==> config.mk <==
export PLATFORM = sky130hd
export DESIGN_NAME = rtc_control
export DESIGN_NICKNAME = d
export VERILOG_FILES = /design/src/shared/rtc_pkg.sv /design/src/design/rtc_control.sv /design/src/design/rtc_divider.sv
export SDC_FILE = /design/constraint.sdc
export NUM_CORES = 1
export LEC_CHECK = 0
export BUFFER_PORTS_ARGS = -buffer_cell sky130_fd_sc_hd__buf_2
export CAP_MARGIN = 20
export CORE_MARGIN = 2
export CORE_UTILIZATION = 61
export CTS_BUF_LIST = sky130_fd_sc_hd__clkbuf_16
export DETAILED_ROUTE_END_ITERATION = 10
export PLACE_DENSITY = 0.85
export REMOVE_ABC_BUFFERS = 1
export SYNTH_ARGS = -nofsm -noshare
export SYNTH_HDL_FRONTEND = slang
export SYNTH_HIERARCHICAL = 1
export SYNTH_SLANG_ARGS = --single-unit
==> constraint.sdc <==
create_clock -name clk_sys -period 3.9 [get_ports clk_sys]
set_input_delay 0.39 -clock clk_sys [delete_from_list [all_inputs] [get_ports clk_sys]]
set_output_delay 0.39 -clock clk_sys [all_outputs]
set_load 0.005 [all_outputs]
==> src/shared/rtc_pkg.sv <==
// Constants, field layouts and carrier types for the clock control block.
// Assumes a 20 MHz system clock and a host on a multiplexed address/data bus.
// How it works
// - Low update-pending bit promises 244 us quiet.
// - Freeze blocks transfers and forces pending low.
// - Divider field: 010 runs, 11X holds, else off.
// - First update 500 ms after writing 010 from off, 1 s after writing it from 11X.
// - Rate field picks one of 13 taps.
// - Rate field survives the reset pin.
// - Unfrozen counts advance each second; freeze survives reset.
// - Periodic enable gates pin; reset clears it.
// - Alarm matches time, 11 top bits match any.
// - Update enable cleared by reset or freeze rising.
// - Square wave toggles when enabled, else low.
// - Binary format bit read/write, drives binary_format_select, survives reset.
// - Hour format bit read/write, survives reset.
// - Daylight saving bit survives reset, drives jumps.
// - Summary bit is OR of enabled flags; drives pin.
// - Flag read or reset clears all flags.
// - Periodic flag sets on tap edge regardless.
// - Alarm flag on match, update flag per update.
// - Flag register low nibble reads zero.
// - Validity bit read-only, low bits read zero.
// - Flags held stable during read, late ones posted.
// - Enabling an already set flag asserts pin at once.
// - Pending bit rises 244 us before each transfer.
package rtc_pkg;
   localparam logic [6:0] ADDR_RATE = 7'h0a;
   localparam logic [6:0] ADDR_MODE = 7'h0b;
   localparam logic [6:0] ADDR_FLAGS = 7'h0c;
   localparam logic [6:0] ADDR_VALID = 7'h0d;
   localparam int RATE_UIP_BIT = 7;
   localparam int RATE_DV_LSB = 4;
   localparam int MODE_FREEZE_BIT = 7;
   localparam int MODE_PIE_BIT = 6;
   localparam int MODE_AIE_BIT = 5;
   localparam int MODE_UIE_BIT = 4;
   localparam int MODE_SQUARE_WAVE_ENABLE_BIT = 3;
   localparam int MODE_BIN_BIT = 2;
   localparam int MODE_HR24_BIT = 1;
   localparam int MODE_DSE_BIT = 0;
   localparam logic [2:0] DV_RUN = 3'h2;
   localparam logic [1:0] DV_HOLD_TOP = 2'h3;
   localparam logic [2:0] DV_POR = 3'h0;
   localparam logic [3:0] RS_POR = 4'h0;
   localparam logic [1:0] ALARM_ANY = 2'h3;
   localparam int CLK_HZ = 20000000;
   localparam int OSC_HZ = 32768;
   localparam int ACC_W = 25;
   localparam int CHAIN_W = 15;
   localparam logic [ACC_W-1:0] OSC_STEP = ACC_W'(OSC_HZ);
   localparam logic [ACC_W-1:0] ACC_LIMIT = ACC_W'(CLK_HZ - OSC_HZ);
   localparam int UIP_LEAD_US = 244;
   localparam int UIP_LEAD_TICKS = (UIP_LEAD_US * OSC_HZ + 999999) / 1000000;
   localparam int FIRST_UPDATE_MS = 500;
   localparam int FIRST_UPDATE_TICKS = FIRST_UPDATE_MS * OSC_HZ / 1000;
   localparam logic [CHAIN_W-1:0] CHAIN_PRESET = CHAIN_W'((1 << CHAIN_W) - FIRST_UPDATE_TICKS);
   localparam logic [CHAIN_W-1:0] UIP_START = CHAIN_W'((1 << CHAIN_W) - UIP_LEAD_TICKS);

   typedef enum logic [1:0] {
      BUS_IDLE = 2'b00,
      BUS_READ = 2'b01,
      BUS_WRITE = 2'b10
   } rtc_bus_e;

   typedef struct packed {
      logic [7:0] hr;
      logic [7:0] min;
      logic [7:0] sec;
   } rtc_hms_s;

   typedef struct packed {
      logic pf;
      logic af;
      logic uf;
   } rtc_flags_s;
endpackage

==> src/design/rtc_control.sv <==
// Control, status and interrupt registers of the clock, on a muxed bus.
// Assumes bus pins are synchronous to clk_sys; time bytes come from outside.
`timescale 1ns/1ps
module rtc_control
   import rtc_pkg::*;
(
   input wire logic clk_sys,
   input wire logic por_n,
   input wire logic rst_n,
   input wire logic chip_select_n,
   input wire logic addr_strobe,
   input wire logic data_strobe,
   input wire logic read_not_write,
   input wire logic [7:0] ad_in,
   output logic [7:0] ad_out,
   output logic ad_oe,
   output logic interrupt_request_n,
   output logic square_wave_out,
   input wire logic battery_good,
   input wire rtc_hms_s time_now,
   input wire rtc_hms_s alarm_time,
   output logic count_advance,
   output logic user_freeze,
   output logic binary_format_select,
   output logic hour_format_select,
   output logic daylight_saving_enable
);
   logic rst_all_n;
   rtc_bus_e bus_state;
   logic [6:0] addr;
   logic [7:0] wr_data;
   logic [2:0] dv;
   logic [3:0] rs;
   logic periodic_irq_enable;
   logic alarm_irq_enable;
   logic update_done_irq_enable;
   logic square_wave_enable;
   logic battery_valid_flag;
   rtc_flags_s flags;
   rtc_flags_s pend;
   rtc_flags_s ev;
   logic any_irq;
   logic rd_start;
   logic rd_end;
   logic wr_commit;
   logic wr_rate;
   logic wr_mode;
   logic hit;
   logic preset;
   logic tap_level;
   logic tap_edge;
   logic uip_w;
   logic update;
   logic alarm_ev;
   logic [7:0] rd_mux;
   logic freeze_q;

   function automatic logic byte_match(input logic [7:0] al, input logic [7:0] tm);
      return (al[7:6] == ALARM_ANY) || (al == tm);
   endfunction

   assign rst_all_n = por_n & rst_n;
   assign rd_start = (bus_state == BUS_IDLE) && data_strobe && !chip_select_n && read_not_write;
   assign rd_end = (bus_state == BUS_READ) && !data_strobe;
   assign wr_commit = (bus_state == BUS_WRITE) && !data_strobe;
   assign wr_rate = wr_commit && (addr == ADDR_RATE);
   assign wr_mode = wr_commit && (addr == ADDR_MODE);
   assign hit = (addr >= ADDR_RATE) && (addr <= ADDR_VALID);
   assign preset = wr_rate && (wr_data[RATE_DV_LSB+:3] == DV_RUN) && (dv != DV_RUN);
   assign alarm_ev = update && byte_match(alarm_time.sec, time_now.sec)
      && byte_match(alarm_time.min, time_now.min)
      && byte_match(alarm_time.hr, time_now.hr);
   assign ev = '{pf: tap_edge, af: alarm_ev, uf: update};
   assign any_irq = (flags.pf && periodic_irq_enable) || (flags.af && alarm_irq_enable) || (flags.uf && update_done_irq_enable);
   assign user_freeze = freeze_q;

   rtc_divider u_div (
      .clk_sys(clk_sys),
      .por_n(por_n),
      .dv(dv),
      .rs(rs),
      .freeze(freeze_q),
      .preset(preset),
      .tap_level(tap_level),
      .tap_edge(tap_edge),
      .update_pending_flag(uip_w),
      .update(update)
   );

   // Read view of the four registers
   always_comb begin
      rd_mux = 8'h00;
      unique case (addr)
         ADDR_RATE: rd_mux = {uip_w, dv, rs};
         ADDR_MODE: rd_mux = {freeze_q, periodic_irq_enable, alarm_irq_enable, update_done_irq_enable, square_wave_enable, binary_format_select,
            hour_format_select, daylight_saving_enable};
         ADDR_FLAGS: rd_mux = {any_irq, flags, 4'h0};
         ADDR_VALID: rd_mux = {battery_valid_flag, 7'h00};
         default: rd_mux = 8'h00;
      endcase
   end

   // Bus sequencing: address on strobe, read data latched at strobe rise
   always_ff @(posedge clk_sys or negedge por_n) begin
      if (!por_n) begin
         bus_state <= BUS_IDLE;
         addr <= 7'h00;
         wr_data <= 8'h00;
      end else begin
         if (addr_strobe) begin
            addr <= ad_in[6:0];
         end
         if (data_strobe) begin
            wr_data <= ad_in;
         end
         unique case (bus_state)
            BUS_IDLE: begin
               if (data_strobe && !chip_select_n) begin
                  bus_state <= read_not_write ? BUS_READ : BUS_WRITE;
               end
            end
            BUS_READ: begin
               if (!data_strobe) begin
                  bus_state <= BUS_IDLE;
               end
            end
            BUS_WRITE: begin
               if (!data_strobe) begin
                  bus_state <= BUS_IDLE;
               end
            end
            default: bus_state <= BUS_IDLE;
         endcase
      end
   end

   always_ff @(posedge clk_sys or negedge por_n) begin
      if (!por_n) begin
         ad_out <= 8'h00;
         ad_oe <= 1'b0;
      end else if (rd_start) begin
         ad_out <= rd_mux;
         ad_oe <= hit;
      end else if (rd_end) begin
         ad_oe <= 1'b0;
      end
   end

   // Bits kept through the reset pin
   always_ff @(posedge clk_sys or negedge por_n) begin
      if (!por_n) begin
         dv <= DV_POR;
         rs <= RS_POR;
         freeze_q <= 1'b0;
         binary_format_select <= 1'b0;
         hour_format_select <= 1'b0;
         daylight_saving_enable <= 1'b0;
      end else begin
         if (wr_rate) begin
            dv <= wr_data[RATE_DV_LSB+:3];
            rs <= wr_data[3:0];
         end
         if (wr_mode) begin
            freeze_q <= wr_data[MODE_FREEZE_BIT];
            binary_format_select <= wr_data[MODE_BIN_BIT];
            hour_format_select <= wr_data[MODE_HR24_BIT];
            daylight_saving_enable <= wr_data[MODE_DSE_BIT];
         end
      end
   end

   always_ff @(posedge clk_sys or negedge por_n) begin
      if (!por_n) begin
         battery_valid_flag <= 1'b0;
         count_advance <= 1'b0;
      end else begin
         battery_valid_flag <= battery_good;
         count_advance <= update;
      end
   end

   // Enables cleared by the reset pin
   always_ff @(posedge clk_sys or negedge rst_all_n) begin
      if (!rst_all_n) begin
         periodic_irq_enable <= 1'b0;
         alarm_irq_enable <= 1'b0;
         update_done_irq_enable <= 1'b0;
         square_wave_enable <= 1'b0;
      end else if (wr_mode) begin
         periodic_irq_enable <= wr_data[MODE_PIE_BIT];
         alarm_irq_enable <= wr_data[MODE_AIE_BIT];
         square_wave_enable <= wr_data[MODE_SQUARE_WAVE_ENABLE_BIT];
         update_done_irq_enable <= wr_data[MODE_UIE_BIT] && !(wr_data[MODE_FREEZE_BIT] && !freeze_q);
      end
   end

   // Flags: frozen during a flag read, late events held then posted
   always_ff @(posedge clk_sys or negedge rst_all_n) begin
      if (!rst_all_n) begin
         flags <= '0;
         pend <= '0;
      end else if (rd_end && (addr == ADDR_FLAGS)) begin
         flags <= pend | ev;
         pend <= '0;
      end else if ((rd_start || (bus_state == BUS_READ)) && (addr == ADDR_FLAGS)) begin
         pend <= pend | ev;
      end else begin
         flags <= flags | ev;
      end
   end

   always_ff @(posedge clk_sys or negedge rst_all_n) begin
      if (!rst_all_n) begin
         interrupt_request_n <= 1'b1;
         square_wave_out <= 1'b0;
      end else begin
         interrupt_request_n <= !any_irq;
         square_wave_out <= square_wave_enable && tap_level;
      end
   end

   irq_follow_a: assert property (@(posedge clk_sys) disable iff (!rst_all_n)
      any_irq |=> !interrupt_request_n) else $error("enabled flag did not pull pin low");
   irq_release_a: assert property (@(posedge clk_sys) disable iff (!rst_all_n)
      !any_irq |=> interrupt_request_n) else $error("pin low with no enabled flag");
   late_enable_a: assert property (@(posedge clk_sys) disable iff (!rst_all_n)
      (flags.pf && $rose(periodic_irq_enable)) |=> !interrupt_request_n)
      else $error("enabling set flag did not assert pin");
   sqw_held_a: assert property (@(posedge clk_sys) disable iff (!rst_all_n)
      !square_wave_enable |=> !square_wave_out) else $error("square wave not low when disabled");
   freeze_uip_a: assert property (@(posedge clk_sys) disable iff (!por_n)
      freeze_q |=> !uip_w) else $error("pending bit high while frozen");
   uip_lead_a: assert property (@(posedge clk_sys) disable iff (!por_n)
      count_advance |-> $past(uip_w, 2)) else $error("transfer without pending bit");
   uie_drop_a: assert property (@(posedge clk_sys) disable iff (!rst_all_n)
      $rose(freeze_q) |-> !update_done_irq_enable) else $error("update enable kept on freeze rise");
   flag_clear_a: assert property (@(posedge clk_sys) disable iff (!rst_all_n)
      (rd_end && addr == ADDR_FLAGS && pend == '0 && ev == '0) |=> flags == '0)
      else $error("flag read did not clear flags");
   flag_stable_a: assert property (@(posedge clk_sys) disable iff (!rst_all_n)
      (bus_state == BUS_READ && addr == ADDR_FLAGS && !rd_end) |=> $stable(flags))
      else $error("flags moved during read");
   pf_set_a: assert property (@(posedge clk_sys) disable iff (!rst_all_n)
      (tap_edge && bus_state == BUS_IDLE && !(rd_start && addr == ADDR_FLAGS)) |=> flags.pf)
      else $error("periodic flag not set");
   low_nibble_a: assert property (@(posedge clk_sys) disable iff (!por_n)
      (ad_oe && addr == ADDR_FLAGS) |-> ad_out[3:0] == 4'h0)
      else $error("flag low nibble not zero");
   valid_low_a: assert property (@(posedge clk_sys) disable iff (!por_n)
      (ad_oe && addr == ADDR_VALID) |-> ad_out[6:0] == 7'h00)
      else $error("validity low bits not zero");
   rate_keep_a: assert property (@(posedge clk_sys) disable iff (!por_n)
      !wr_rate |=> $stable(rs)) else $error("rate field changed without write");
   read_snap_a: assert property (@(posedge clk_sys) disable iff (!por_n)
      rd_start |=> ad_out == $past(rd_mux))
      else $error("read data not latched at strobe");
   flag_hold_a: assert property (@(posedge clk_sys) disable iff (!rst_all_n)
      (bus_state == BUS_READ && addr == ADDR_FLAGS && !rd_end && ev.pf) |=> pend.pf)
      else $error("event during flag read not held");
   flag_post_a: assert property (@(posedge clk_sys) disable iff (!rst_all_n)
      (rd_end && addr == ADDR_FLAGS && pend.pf) |=> flags.pf)
      else $error("held event not posted after read");
   any_irq_flag_bit_a: assert property (@(posedge clk_sys) disable iff (!rst_all_n)
      ($rose(ad_oe) && addr == ADDR_FLAGS) |-> ad_out[7] == ((ad_out[6] && periodic_irq_enable)
      || (ad_out[5] && alarm_irq_enable) || (ad_out[4] && update_done_irq_enable))) else $error("summary bit wrong");
   dv_keep_a: assert property (@(posedge clk_sys) disable iff (!por_n)
      !wr_rate |=> $stable(dv))
      else $error("divider field changed without write");
   freeze_keep_a: assert property (@(posedge clk_sys) disable iff (!por_n)
      !wr_mode |=> $stable(freeze_q))
      else $error("freeze bit changed without write");
   format_keep_a: assert property (@(posedge clk_sys) disable iff (!por_n)
      !wr_mode |=> $stable(binary_format_select))
      else $error("format bit changed without write");
   hour_keep_a: assert property (@(posedge clk_sys) disable iff (!por_n)
      !wr_mode |=> $stable(hour_format_select))
      else $error("hour format bit changed without write");
   dst_keep_a: assert property (@(posedge clk_sys) disable iff (!por_n)
      !wr_mode |=> $stable(daylight_saving_enable))
      else $error("daylight bit changed without write");
   pie_keep_a: assert property (@(posedge clk_sys) disable iff (!rst_all_n)
      !wr_mode |=> $stable(periodic_irq_enable))
      else $error("periodic enable changed without write");
   aie_keep_a: assert property (@(posedge clk_sys) disable iff (!rst_all_n)
      !wr_mode |=> $stable(alarm_irq_enable))
      else $error("alarm enable changed without write");
   update_block_a: assert property (@(posedge clk_sys) disable iff (!por_n)
      freeze_q |=> !update)
      else $error("transfer while frozen");
   hold_uip_a: assert property (@(posedge clk_sys) disable iff (!por_n)
      (dv != DV_RUN) |=> !uip_w)
      else $error("pending bit high with chain stopped");
   osc_tap_a: assert property (@(posedge clk_sys) disable iff (!por_n)
      (dv != DV_RUN) |-> !tap_level)
      else $error("tap active with chain stopped");
   rate_off_a: assert property (@(posedge clk_sys) disable iff (!por_n)
      (rs == 4'h0) |-> !tap_level)
      else $error("tap active with rate off");
   sqw_follow_a: assert property (@(posedge clk_sys) disable iff (!rst_all_n)
      square_wave_enable |=> square_wave_out == $past(tap_level))
      else $error("square wave does not follow tap");
   count_pulse_a: assert property (@(posedge clk_sys) disable iff (!por_n)
      count_advance |=> !count_advance)
      else $error("advance pulse longer than one cycle");
   uie_write_a: assert property (@(posedge clk_sys) disable iff (!rst_all_n)
      (wr_mode && freeze_q) |=> update_done_irq_enable == $past(wr_data[MODE_UIE_BIT]))
      else $error("update enable not written");
endmodule

==> src/design/rtc_divider.sv <==
// Oscillator tick generator, 15-stage up-counting chain and tap selector.
// Assumes control inputs come from registers in the same clock domain.
`timescale 1ns/1ps
module rtc_divider
   import rtc_pkg::*;
(
   input wire logic clk_sys,
   input wire logic por_n,
   input wire logic [2:0] dv,
   input wire logic [3:0] rs,
   input wire logic freeze,
   input wire logic preset,
   output logic tap_level,
   output logic tap_edge,
   output logic update_pending_flag,
   output logic update
);
   logic [ACC_W-1:0] acc;
   logic tick;
   logic [CHAIN_W-1:0] chain;
   logic tap_q;
   logic osc_on;
   logic chain_hold;
   logic run;
   logic wrap;
   logic [4:0] tap_sel;

   function automatic logic [4:0] tap_index(input logic [3:0] r);
      logic [4:0] t;
      t = 5'h00;
      if (r == 4'h1) begin
         t = 5'h16;
      end else if (r == 4'h2) begin
         t = 5'h17;
      end else if (r != 4'h0) begin
         t = {1'b1, r - 4'h2};
      end
      return t;
   endfunction

   assign osc_on = (dv == DV_RUN) || (dv[2:1] == DV_HOLD_TOP);
   assign chain_hold = (dv[2:1] == DV_HOLD_TOP);
   assign run = (dv == DV_RUN);
   assign wrap = tick && run && (chain == {CHAIN_W{1'b1}});
   assign tap_sel = tap_index(rs);
   assign tap_level = tap_sel[4] && run && chain[tap_sel[3:0]];
   assign tap_edge = tap_level && !tap_q;

   // Fractional accumulator, 32768 ticks per second
   always_ff @(posedge clk_sys or negedge por_n) begin
      if (!por_n) begin
         acc <= '0;
         tick <= 1'b0;
      end else if (!osc_on) begin
         acc <= '0;
         tick <= 1'b0;
      end else if (acc >= ACC_LIMIT) begin
         acc <= acc - ACC_LIMIT;
         tick <= 1'b1;
      end else begin
         acc <= acc + OSC_STEP;
         tick <= 1'b0;
      end
   end

   always_ff @(posedge clk_sys or negedge por_n) begin
      if (!por_n) begin
         chain <= '0;
      end else if (chain_hold) begin
         chain <= '0;
      end else if (preset) begin
         chain <= CHAIN_PRESET;
      end else if (tick && run) begin
         chain <= chain + 1'b1;
      end
   end

   // Pending bit leads the transfer; a transfer needs it already high
   always_ff @(posedge clk_sys or negedge por_n) begin
      if (!por_n) begin
         update_pending_flag <= 1'b0;
         update <= 1'b0;
         tap_q <= 1'b0;
      end else begin
         update_pending_flag <= !freeze && run && (chain >= UIP_START);
         update <= wrap && update_pending_flag && !freeze;
         tap_q <= tap_level;
      end
   end
endmodule

==> results.md <==
- Slew @ Worst Pin: 0.8770 ns
- Post-Synth Adder-Cell Area: 2.507%
- CTS H-Tree Depth: 3
- Sw Pwr: 574.3 uW
- Via count: around 4100
- Period utilization: 73.29%
- Top-area cell type share of the netlist area: 43.12%
- CP Data Arrival Time: 3.07 ns
- Worst-Skew Late Latency: 0.34 ns
- Peak supply drop: 0.0002874 V
- Final Setup Violations: 0
- Vias in the first global route: 4107
- Kind of critical path: flop to flop
- Synthesis warning total: 6
- Setup_tns: 0 ns
- Avg WL per Cell: 16.81 microns
- Diode count: 0
- Die Wd: between 90 and 100 microns
- Internal Power: 1.573 mW
- Total clock sinks: 87
- Clock Power Share: 40.8%
- Reg2Reg Setup Slack: roughly 1.0 ns
- CTS root buf: clkbuf_16
- Sequential Power Share: 45.9%
- # DRC: 0
- Pre-antenna DRT Iters: 8
- Cell count after synthesis: 496
- Minimum clock period: 2.858 ns
- Clock Path Buffers: 2
- FF-to-FF End: u_div/chain[12]
- Placed cells: 665
- Number of flops mapped to enable cells by yosys: 0
- CTS resizes: 0
- Multiplexer share of the synthesized area: a little under 10%
- RSZ-0062 raised after global routing: no
- Critical Path Fanout Max: 9
- # rows: 32
- First-pass GRT wire length: roughly 19000 microns
- Design Area, Final: 0.005769 sq mm
- Gate power share: 13.3%
- Largest family of logic cells by synthesized area: simple AND/OR/NAND/NOR gates
- Most frequent cells after synthesis: dfrtp_1 (86), nand2_1 (42), xnor2_1 (38), o21ai_0 (34), nor2_1 (32)
- CTS tree: built
- WL final: ~11000 microns
- Cell variety after synth: 73
- Status: finished, final reports clean
- Mapped Area: around 0.0050 sq mm
- Share of layout cells above drive strength 1: 26.42%
- Largest net degree at the start of global routing: 54
- Clock Skew: 0.005624 ns
- Initial core utilization: a little under two thirds
- Most frequent cell after synthesis: dfrtp_1
- Final #Nets: 648
- Synth async-reset ratio: 100.0%
- Synthesis-to-finish area growth: 15.59%
- Max-cap violations: 0
- Detailed placement HPWL: slightly above 8000 microns
- RR Startpoint: addr[5]
- Crit path from: addr[5]
- Worst Path Required: 4.11 ns
- Iteration-0 DRC Markers: about 320
- Initial antenna violation count: 0
- Antenna viol nets, final: 0
- Post-synth top area cell: dfrtp_1
- Seq/Total Area, Yosys: around 44%
- Top cells by area, synth: dfrtp_1 (43%), xnor2_1 (6.7%), mux2_2 (6.1%)
- Core area: ~0.0078 sq mm
- GRT Util Overall: 27.41%
- R2r worst-path depth: 8
- Sw Share: 26.74%
- Setup repair bufs after CTS: 0
- Max Fclk: 349.9 MHz
- Post-route insts no fill: 681
- FF+latch count, synth: 87
- Hold_buf cts: 0
- HP Class: input port to asynchronous set/reset pin
- Synth Area in Compound Gates: around 15%
- Post-Synth XOR/XNOR Area: 7.195%
- Syn avg cell area: 10.06 sq um
- Area of the die: 0.008922 sq mm
- Die height: around 94 microns
- Pwr Density: 372.2 mW/mm^2
- Ports: 80
- I/O Buffers: between 70 and 80
- DR vias/cell: just over 6
- Crit start category: flop
- Congestion Overflow GR: 0
- Slew headroom: 41.53%
- Hold Violations, Final: 0
- Crit. End Element: flop
- Total clock buffers created by CTS: 9
- Leakage Power: 2.602 nW
- Placement Cell Area: 0.005466 sq mm
- Fin. max-slew vios: 0
- Gpl congestion: ~0.86
- Clock transition at path regs: about 0.070 ns
- Post-synthesis simple-gate area fraction: between 10% and 20%
- Top FF cell, synth: dfrtp_1
final cells by class:
type	count	area [sq um]
Multi-Input combinational cell	371	2653
Sequential cell	87	2178
Fill cell	549	2038
Timing Repair Buffer	83	425.4
Clock buffer	9	225.2
Tap cell	102	127.6
Inverter	22	82.58
Clock inverter	7	77.57
worst max-delay path: stages, from the launching register on:
cell       delay (ns)
dfrtp_1          0.41
nor4b_4          0.56
nand2_4          0.14
nor4b_4          0.52
and3_2           0.29
inv_2            0.09
a2111oi_0        0.48
xnor2_1          0.18
nor2_1           0.06
cell usage in the layout, fill, tap and decap left out, types with 4 or more instances in the layout:
cell type and n:
inv_6 4, and3_1 6, o211ai_1 4, clkbuf_16 9
a32oi_1 4, o22ai_1 6, nand3_1 12, dfrtp_1 86
nand2b_1 12, nor2_1 32, buf_4 4, mux2i_1 18
a211oi_1 5, a22o_1 4, buf_2 79, a21oi_1 21
ha_1 10, nand4_1 12, or3_1 7, mux2_2 27
nor3_1 5, o21ai_0 34, inv_1 21, xnor2_1 38
nand2_1 42
flip-flops by register name, indices dropped and copies added (netlist names), 2 cells and up:
signal / count
flags: 3
u_div/chain: 15
pend: 3
wr_data: 8
bus_state: 2
addr: 7
dv: 3
rs: 4
u_div/acc: 17
ad_out: 8
logic make-up after synthesis:
| logic type | count (synthesis) |
|---|---|
| and+or+nand+nor | 164 |
| AOI/OAI and AO/OA | 111 |
| DFF | 87 |
| muxes | 45 |
| xor gates and xnor gates | 41 |
| buffers and inverters | 38 |
| adders and majority gates | 10 |
worst max-delay path by stage:
stage	endpoint	slack [ns]
after global placement	u_div/chain[12]	1.20
after detailed placement	u_div/chain[12]	1.08
after global routing	u_div/chain[12]	0.82
final	u_div/chain[12]	1.04
after CTS	u_div/chain[12]	1.02
after floorplan	u_div/chain[12]	1.42
per-layer routing:
| layer | up-vias | wire, microns | track usage (%) |
|---|---|---|---|
| li1 | 1947 | - | - |
| met1 | 2025 | 4914 | 36.21 |
| met2 | 150 | 5617 | 46.01 |
| met3 | 19 | 718 | 4.230 |
| met4 | 0 | 201 | 10.27 |
| met5 | - | 0 | 0 |
stage by stage:
step                      setup WS [ns]  total power, mW  util (%)  hold slack, ns
after floorplan                   1.422            1.167         -         0.09441
after global placement            1.203            1.262     70.02          0.4062
after detailed placement          1.080            1.283     70.02          0.4139
after CTS                         1.025            2.154     73.89         0.05591
after global routing             0.8155            2.231     73.89         0.09197
final                             1.042            2.148     73.89         0.03843
power groups by stage:
| stage | Clock (mW) | Combinational (mW) | Sequential (mW) |
|---|---|---|---|
| after CTS | 0.885 | 0.285 | 0.984 |
| after global placement | 0 | 0.265 | 0.997 |
| final | 0.877 | 0.285 | 0.985 |
| after detailed placement | 0 | 0.282 | 1.00 |
| after global routing | 0.925 | 0.316 | 0.990 |
| after floorplan | 0 | 0.182 | 0.985 |
No activity file was read; power rests on OpenSTA's default activity.
